==> src/pkg/nvsq_pkg.sv <==
// Constants shared by the nonvolatile sequence host and its timer.
// Assumes a single 40 MHz clock; all times are turned into cycle counts here.
`default_nettype none

package nvsq_pkg;

    localparam int ADDR_W = 13;
    localparam int DATA_W = 8;
    localparam int CNT_W  = 24;
    localparam int SYNC_STAGES = 2;

    localparam int CLK_HZ  = 40_000_000;
    localparam int CLK_MHZ = CLK_HZ / 1_000_000;

    // Times as printed, for the slowest speed grade
    localparam int ACCESS_NS      = 45;
    localparam int SEQ_PULSE_NS   = 35;
    localparam int NV_FLOAT_NS    = 600;
    localparam int STORE_TIME_MS  = 10;
    localparam int RECALL_TIME_US = 20;
    localparam int RESTORE_US     = 650;

    // Least times round up, longest times are waited in full
    localparam int ACCESS_CYC   = (ACCESS_NS * CLK_MHZ + 999) / 1000;
    localparam int SEQ_PULSE_CYC = (SEQ_PULSE_NS * CLK_MHZ + 999) / 1000;
    localparam int NV_FLOAT_CYC = (NV_FLOAT_NS * CLK_MHZ + 999) / 1000;
    localparam int STORE_CYC    = STORE_TIME_MS * (CLK_HZ / 1000);
    localparam int RECALL_CYC   = RECALL_TIME_US * CLK_MHZ;
    localparam int RESTORE_CYC  = RESTORE_US * CLK_MHZ;

    // Enable low long enough for access time plus the data synchroniser
    localparam int STROBE_CYC = ((ACCESS_CYC > SEQ_PULSE_CYC) ? ACCESS_CYC : SEQ_PULSE_CYC)
                                + SYNC_STAGES + 1;

    localparam int SEQ_LEN = 6;
    localparam logic [2:0] SEQ_LAST = 3'h5;

    localparam logic [ADDR_W-1:0] SEQ_A0      = 13'h0000;
    localparam logic [ADDR_W-1:0] SEQ_A1      = 13'h1555;
    localparam logic [ADDR_W-1:0] SEQ_A2      = 13'h0aaa;
    localparam logic [ADDR_W-1:0] SEQ_A3      = 13'h1fff;
    localparam logic [ADDR_W-1:0] SEQ_A4      = 13'h10f0;
    localparam logic [ADDR_W-1:0] SEQ_STORE   = 13'h0f0f;
    localparam logic [ADDR_W-1:0] SEQ_RECALL  = 13'h0f0e;

    typedef enum logic [1:0] {
        NVSQ_OP_READ,
        NVSQ_OP_WRITE,
        NVSQ_OP_STORE,
        NVSQ_OP_RECALL
    } nvsq_op_t;

endpackage

`default_nettype wire

==> src/pkg/nvsq_tmr_if.sv <==
// Load and expiry handshake between the sequencer and its down counter.
// Assumes both ends share one clock.
`default_nettype none

interface nvsq_tmr_if;
    logic                        load;
    logic [nvsq_pkg::CNT_W-1:0]  value;
    logic                        expired;

    modport ctrl  (output load, output value, input expired);
    modport timer (input load, input value, output expired);
endinterface

`default_nettype wire

==> src/nvsq_host.sv <==
// Host controller for a nonvolatile SRAM: plain reads and writes, and
// the six-read software sequence that launches a STORE or a RECALL.
// Assumes the memory pins are outside this clock domain and that
// supply_ok comes from a supply monitor on another domain.
`default_nettype none

module nvsq_host
#(
    parameter int STORE_WAIT   = nvsq_pkg::STORE_CYC + nvsq_pkg::NV_FLOAT_CYC,
    parameter int RESTORE_WAIT = nvsq_pkg::RESTORE_CYC
)
(
    // Clock and reset
    input  wire logic                          core_clk,
    input  wire logic                          nrst,
    // Command port
    input  wire logic                          cmd_valid,
    input  wire nvsq_pkg::nvsq_op_t            cmd_op,
    input  wire logic [nvsq_pkg::ADDR_W-1:0]   cmd_addr,
    input  wire logic [nvsq_pkg::DATA_W-1:0]   cmd_wdata,
    output logic                               cmd_ready,
    output logic                               done,
    output logic [nvsq_pkg::DATA_W-1:0]        rdata,
    output logic                               busy,
    // Supply monitor
    input  wire logic                          supply_ok,
    // Memory pins
    output logic [nvsq_pkg::ADDR_W-1:0]        addr_bus,
    input  wire logic [nvsq_pkg::DATA_W-1:0]   data_bus_i,
    output logic [nvsq_pkg::DATA_W-1:0]        data_bus_o,
    output logic                               data_bus_oe,
    output logic                               chip_enable_n,
    output logic                               write_enable_n,
    output logic                               output_enable_n
);

    typedef enum logic [2:0] {
        ST_POWER,
        ST_RESTORE,
        ST_IDLE,
        ST_SETUP,
        ST_STROBE,
        ST_RECOVER,
        ST_NV_WAIT
    } nvsq_state_t;

    localparam int STROBE_LOAD = nvsq_pkg::STROBE_CYC - 1;
    localparam int RECALL_WAIT = nvsq_pkg::RECALL_CYC + nvsq_pkg::NV_FLOAT_CYC;

    // Address of each sequence step; only the two legal sixth addresses exist
    function automatic logic [nvsq_pkg::ADDR_W-1:0] seq_addr(input logic [2:0] step,
                                                              input logic       recall);
        case (step)
            3'h0:    seq_addr = nvsq_pkg::SEQ_A0;
            3'h1:    seq_addr = nvsq_pkg::SEQ_A1;
            3'h2:    seq_addr = nvsq_pkg::SEQ_A2;
            3'h3:    seq_addr = nvsq_pkg::SEQ_A3;
            3'h4:    seq_addr = nvsq_pkg::SEQ_A4;
            default: seq_addr = recall ? nvsq_pkg::SEQ_RECALL
                                       : nvsq_pkg::SEQ_STORE;
        endcase
    endfunction

    logic                        rst_meta_q;
    logic                        rst_n_q;
    logic                        sup_meta_q;
    logic                        sup_q;
    logic [nvsq_pkg::DATA_W-1:0] din_meta_q;
    logic [nvsq_pkg::DATA_W-1:0] din_q;

    nvsq_state_t                 state_q;
    logic [2:0]                  step_q;
    logic                        seq_q;
    logic                        recall_q;
    logic                        is_read_q;

    nvsq_tmr_if tmr ();

    nvsq_timer u_timer
    (
        .clk   (core_clk),
        .rst_n (rst_n_q),
        .tmr   (tmr)
    );

    // Reset release
    always_ff @(posedge core_clk or negedge nrst)
    begin
        if (!nrst)
        begin
            rst_meta_q <= 1'b0;
            rst_n_q    <= 1'b0;
        end
        else
        begin
            rst_meta_q <= 1'b1;
            rst_n_q    <= rst_meta_q;
        end
    end

    // Pin and supply synchronisers
    always_ff @(posedge core_clk or negedge rst_n_q)
    begin
        if (!rst_n_q)
        begin
            sup_meta_q <= 1'b0;
            sup_q      <= 1'b0;
            din_meta_q <= '0;
            din_q      <= '0;
        end
        else
        begin
            sup_meta_q <= supply_ok;
            sup_q      <= sup_meta_q;
            din_meta_q <= data_bus_i;
            din_q      <= din_meta_q;
        end
    end

    // Timer loads for strobe width and wait times
    always_comb
    begin
        tmr.load  = 1'b0;
        tmr.value = '0;
        case (state_q)
            ST_POWER:
                if (sup_q)
                begin
                    tmr.load  = 1'b1;
                    tmr.value = nvsq_pkg::CNT_W'(RESTORE_WAIT);
                end
            ST_SETUP:
            begin
                tmr.load  = 1'b1;
                tmr.value = nvsq_pkg::CNT_W'(STROBE_LOAD);
            end
            ST_RECOVER:
                if (seq_q && step_q == nvsq_pkg::SEQ_LAST)
                begin
                    tmr.load  = 1'b1;
                    tmr.value = recall_q ? nvsq_pkg::CNT_W'(RECALL_WAIT)
                                         : nvsq_pkg::CNT_W'(STORE_WAIT);
                end
            default:
            begin
                tmr.load  = 1'b0;
                tmr.value = '0;
            end
        endcase
    end

    // Sequencer and pins
    always_ff @(posedge core_clk or negedge rst_n_q)
    begin
        if (!rst_n_q)
        begin
            state_q         <= ST_POWER;
            step_q          <= 3'h0;
            seq_q           <= 1'b0;
            recall_q        <= 1'b0;
            is_read_q       <= 1'b0;
            cmd_ready       <= 1'b0;
            busy            <= 1'b1;
            done            <= 1'b0;
            rdata           <= '0;
            addr_bus        <= '0;
            data_bus_o      <= '0;
            data_bus_oe     <= 1'b0;
            chip_enable_n   <= 1'b1;
            write_enable_n  <= 1'b1;
            output_enable_n <= 1'b1;
        end
        else
        begin
            done <= 1'b0;
            case (state_q)
                ST_POWER:
                    if (sup_q)
                        state_q <= ST_RESTORE;
                ST_RESTORE:
                    if (tmr.expired)
                    begin
                        // Supply low when the wait ends: the power-up wait starts over
                        state_q   <= sup_q ? ST_IDLE : ST_POWER;
                        cmd_ready <= sup_q;
                        busy      <= !sup_q;
                    end
                ST_IDLE:
                    if (!sup_q)
                    begin
                        // Low supply: stop taking commands, store cannot start
                        state_q   <= ST_POWER;
                        cmd_ready <= 1'b0;
                        busy      <= 1'b1;
                    end
                    else if (cmd_valid)
                    begin
                        cmd_ready <= 1'b0;
                        state_q   <= ST_SETUP;
                        step_q    <= 3'h0;
                        is_read_q <= (cmd_op == nvsq_pkg::NVSQ_OP_READ);
                        recall_q  <= (cmd_op == nvsq_pkg::NVSQ_OP_RECALL);
                        if (cmd_op == nvsq_pkg::NVSQ_OP_STORE ||
                            cmd_op == nvsq_pkg::NVSQ_OP_RECALL)
                        begin
                            seq_q    <= 1'b1;
                            busy     <= 1'b1;
                            addr_bus <= nvsq_pkg::SEQ_A0;
                        end
                        else
                        begin
                            seq_q    <= 1'b0;
                            addr_bus <= cmd_addr;
                        end
                        if (cmd_op == nvsq_pkg::NVSQ_OP_WRITE)
                        begin
                            // Write enable ahead of chip enable keeps the device quiet
                            write_enable_n <= 1'b0;
                            data_bus_o     <= cmd_wdata;
                            data_bus_oe    <= 1'b1;
                        end
                        // Sequence reads leave output enable high
                        output_enable_n <= (cmd_op != nvsq_pkg::NVSQ_OP_READ);
                    end
                ST_SETUP:
                begin
                    chip_enable_n <= 1'b0;
                    state_q       <= ST_STROBE;
                end
                ST_STROBE:
                    if (tmr.expired)
                    begin
                        chip_enable_n <= 1'b1;
                        if (is_read_q)
                            rdata <= din_q;
                        state_q <= ST_RECOVER;
                    end
                ST_RECOVER:
                begin
                    // Address moves only now, one cycle after enable rose
                    write_enable_n  <= 1'b1;
                    data_bus_oe     <= 1'b0;
                    output_enable_n <= 1'b1;
                    if (seq_q && step_q != nvsq_pkg::SEQ_LAST)
                    begin
                        step_q   <= step_q + 3'h1;
                        addr_bus <= seq_addr(step_q + 3'h1, recall_q);
                        state_q  <= ST_SETUP;
                    end
                    else if (seq_q)
                        state_q <= ST_NV_WAIT;
                    else
                    begin
                        done      <= 1'b1;
                        cmd_ready <= 1'b1;
                        state_q   <= ST_IDLE;
                    end
                end
                ST_NV_WAIT:
                    if (tmr.expired)
                    begin
                        // Ready after the wait follows sup_q, so no store can follow on low supply
                        done      <= 1'b1;
                        cmd_ready <= sup_q;
                        busy      <= !sup_q;
                        seq_q     <= 1'b0;
                        state_q   <= sup_q ? ST_IDLE : ST_POWER;
                    end
                default:
                    state_q <= ST_POWER;
            endcase
        end
    end

endmodule

`default_nettype wire

==> src/nvsq_timer.sv <==
// Down counter used for strobe widths and nonvolatile wait times.
// Assumes an asynchronous active-low reset whose release the top has already synchronised.
`default_nettype none

module nvsq_timer
(
    // Clock and reset
    input  wire logic  clk,
    input  wire logic  rst_n,
    // Control
    nvsq_tmr_if.timer  tmr
);

    logic [nvsq_pkg::CNT_W-1:0] count_q;

    always_ff @(posedge clk or negedge rst_n)
    begin
        if (!rst_n)
            count_q <= '0;
        else if (tmr.load)
            count_q <= tmr.value;
        else if (count_q != '0)
            count_q <= count_q - 1'b1;
    end

    // A fresh load always wins over a stale zero
    assign tmr.expired = (count_q == '0) && !tmr.load;

endmodule

`default_nettype wire

==> config.mk <==
export PLATFORM = sky130hd
export DESIGN_NAME = nvsq_host
export DESIGN_NICKNAME = d
export VERILOG_FILES = /design/src/pkg/nvsq_pkg.sv /design/src/pkg/nvsq_tmr_if.sv /design/src/nvsq_host.sv /design/src/nvsq_timer.sv
export SDC_FILE = /design/constraint.sdc
export NUM_CORES = 1
export LEC_CHECK = 0
export ABC_CLOCK_PERIOD_IN_PS = 2570
export BUFFER_PORTS_ARGS = -buffer_cell sky130_fd_sc_hd__buf_4
export CORE_MARGIN = 2
export CORE_UTILIZATION = 52
export CTS_BUF_LIST = sky130_fd_sc_hd__clkbuf_2
export DETAILED_ROUTE_END_ITERATION = 10
export MAX_ROUTING_LAYER = met4
export PLACE_DENSITY_LB_ADDON = 0.25
export SLEW_MARGIN = 15
export SYNTH_ARGS = -nofsm -noshare
export SYNTH_HDL_FRONTEND = slang
export SYNTH_SLANG_ARGS = --single-unit
==> constraint.sdc <==
create_clock -name core_clk -period 2.57 [get_ports core_clk]
set_clock_uncertainty 0.15 [all_clocks]
set_input_delay 0.257 -clock core_clk [delete_from_list [all_inputs] [get_ports core_clk]]
set_output_delay 0.257 -clock core_clk [all_outputs]
set_load 0.03 [all_outputs]
==> results_dict.tcl <==
set metrics [dict create \
    r2r-end "addr_bus[7]" \
    path_clk_slew_ps 290 \
    cts_buffer_depth 2 \
    die_w_um 92.81 \
    finalSetupViolations 0 \
    dp_hpwl_um 6518 \
    wl_um 9681 \
    slew_headroom_pct 46.35 \
    maxCapViolCount 0 \
    setup_ws_ps 194.0 \
    cts_tree "yes" \
    rr_worst_depth 7 \
    dieArea_mm2 0.008614 \
    area_growth_syn_to_layout_pct 31.24 \
    finalHoldViolCount 0 \
    powerDensity_mw_per_mm2 425.9 \
    fin_hold_ws_ps 75.81 \
    pre_cts_slack_ps 108.6 \
    gr-total-overflow 0 \
    grt_pass1_wl_um 16220 \
    h-tree-depth 3 \
    yosys.cell_types.count 56 \
    ys_seq_area_share_pct 54.42 \
    outcome "finished, final reports clean" \
    antenna_found_initial 0 \
    rsz0062_at_grt "true" \
    numCtsBuffers 9 \
    fp.dieH_um 92.81 \
    fp-row-count 32 \
    routabilityCongestion 0.8868 \
    clkSinkCount 89 \
    cp.required_ps 2950 \
    fillers 572 \
    root_buffer "clkbuf_2" \
    yosysMostFrequentCell "dfrtp_1" \
    ys_warn_count 0 \
    hold_path.class "reg2async" \
    dr.pass1.iters 4 \
    wire_per_inst_um 15.82 \
    synthCells 379 \
    vdd_drop_max_v 0.0002414 \
    num_io_pins 71 \
    syn_nets 421 \
    final_cells 612 \
    clock_latency_ps 570 \
    fin_crit_ps 2376 \
    fin_crit_sh_pct 92.45 \
    r2r-start "state_q[2]" \
    grt_util_all_layers_pct 24.48 \
    synth.avg_cell_area_um2 10.82 \
    tightest_slew_ps 803.0 \
    ys_ff_latch 89 \
    fp.coreArea_mm2 0.007687 \
    synth_ff_type "dfrtp_1" \
    p_leak_nw 2.511 \
    netlist.area_leader.share_pct 51.86 \
    start_util_pct 53.35 \
    synth_edf_count 0 \
    placedCellCount 555 \
    cp-start-kind "flip-flop" \
    async_flop_share_pct 100.0 \
    fin_nets 547 \
    vias 3450 \
    drtAntennaViolNets 0 \
    antenna_cells 0 \
    drt_iter0_drc 222 \
    synth_area_mm2 0.004101 \
    synthTopCellsByCount "dfrtp_1, nor2_1, a21oi_1" \
    grt_start_max_net_pins 43 \
    reg2reg_slack_ps 190 \
    critPathArrivalTime_ps 2750 \
    endpoint_kind "flip-flop" \
    first_global_vias 3425 \
    worstSetupPathType "reg2reg" \
    critPathMaxFanout 12 \
    yosys-top-cells-area "dfrtp_1, mux2_2, a21oi_1" \
    cts_setup_buffers 0 \
    viasPerCell 5.637 \
    yosysTopAreaCell "dfrtp_1" \
    io_buffers 70 \
    drc_errors 0 \
    drv_slew 0 \
    drive_above_1_share_pct 27.84 \
    fmax_ghz 0.4209 \
]
[per-layer routing]
layer | vias up | share of wire (%) | global-route usage [%]
met1 | 1700 | 44 | 30.99
met3 | 20 | 3.8 | 3.987
met5 | - | 0 | -
li1 | 1647 | - | -
met4 | 0 | 1.9 | 8.456
met2 | 83 | 51 | 40.34
[cell type report]
class / count / area [um^2] / share of cell area, %
flip-flops and latches: 89 / 2237 / 41.56
inverters: 8 / 30.03 / 0.5579
repair buffers: 128 / 1076 / 19.99
well taps: 102 / 127.6 / 2.371
multi-input cells: 269 / 1795 / 33.36
clock inverters: 7 / 71.32 / 1.325
clock buffers: 9 / 45.04 / 0.8368
[registers in the layout, summed over array words and instances (netlist names), 3 cells and up]
register         count
step_q               3
u_timer.count_q     24
state_q              3
din_meta_q           8
addr_bus            13
din_q                8
data_bus_o           8
rdata                8
[logic make-up after synthesis]
family	share of synthesized area, %
AOI/OAI and AO/OA	13.70
buffers and inverters	2.135
adders and majority gates	2.135
and+or+nand+nor	20.26
other	0.09143
xor gates and xnor gates	2.135
muxes	5.125
DFF	54.42
[worst max-delay path by stage]
stage                                    from  slack [ps]  cells past startpoint                   to
after global placement              step_q[1]         290                      7   u_timer.count_q[9]
after CTS                          state_q[1]          60                      7          addr_bus[5]
after floorplan            u_timer.count_q[7]         440                      6             rdata[0]
after global routing      u_timer.count_q[16]         -20                      5  u_timer.count_q[23]
final                              state_q[2]         190                      7          addr_bus[7]
after detailed placement            step_q[1]         110                      7  u_timer.count_q[17]
[report_power, final]
part	switching [mW]	leakage, nW	internal (mW)
logic	0.0540	1.40	0.0868
clock network	0.559	0.0657	0.157
registers	0.0137	1.04	1.42
total	0.626	2.51	1.67
[critical path, stage by stage, from the launching register on]
cell           delay [ps]
dfrtp_1               540
buf_4                 230
and3b_2               320
o21ai_0               140
a21oi_1               180
a21oi_1                60
dlygate4sd3_1         560
a21oi_1               140
[timing repair]
item | in CTS | in global routing
setup endpoints to repair | 0 | 15
hold buffers | 41 | 0
gates resized for setup | 0 | 5
endpoints found under the hold margin | 38 | 0
[layout by cell type (no fill, tap or decap), types with 5 or more instances in the layout]
cell           Yosys  layout
dfrtp_1           85      83
or4_1              6       6
a31oi_1           13      13
a21oi_1           26      26
nand4_1            5       5
inv_1              8       8
dlygate4sd3_1      0      41
clkbuf_2           0       9
a211oi_1           5       5
nor2_1            32      31
nand3_1            9       9
xor2_1             6       6
nor3_1             6       6
nand2_1           20      20
nor4_1            11      11
ha_1               7       7
or2_2              6       6
nor2b_1            7       6
mux2_2            16      16
o21ai_0           21      21
buf_4              0      86
[stage by stage]
| step | utilization (%) | area [um^2] | TNS, ps | power [mW] |
|---|---|---|---|---|
| after floorplan | - | 4103 | 0 | 1.486 |
| after global placement | 62.97 | 4841 | 0 | 1.547 |
| after detailed placement | 62.97 | 4841 | 0 | 1.550 |
| after CTS | 69.82 | 5368 | 0 | 2.297 |
| after global routing | 70.02 | 5383 | -96.63 | 2.377 |
| final | 70.02 | 5383 | 0 | 2.293 |
No activity file was read; power rests on OpenSTA's default activity.
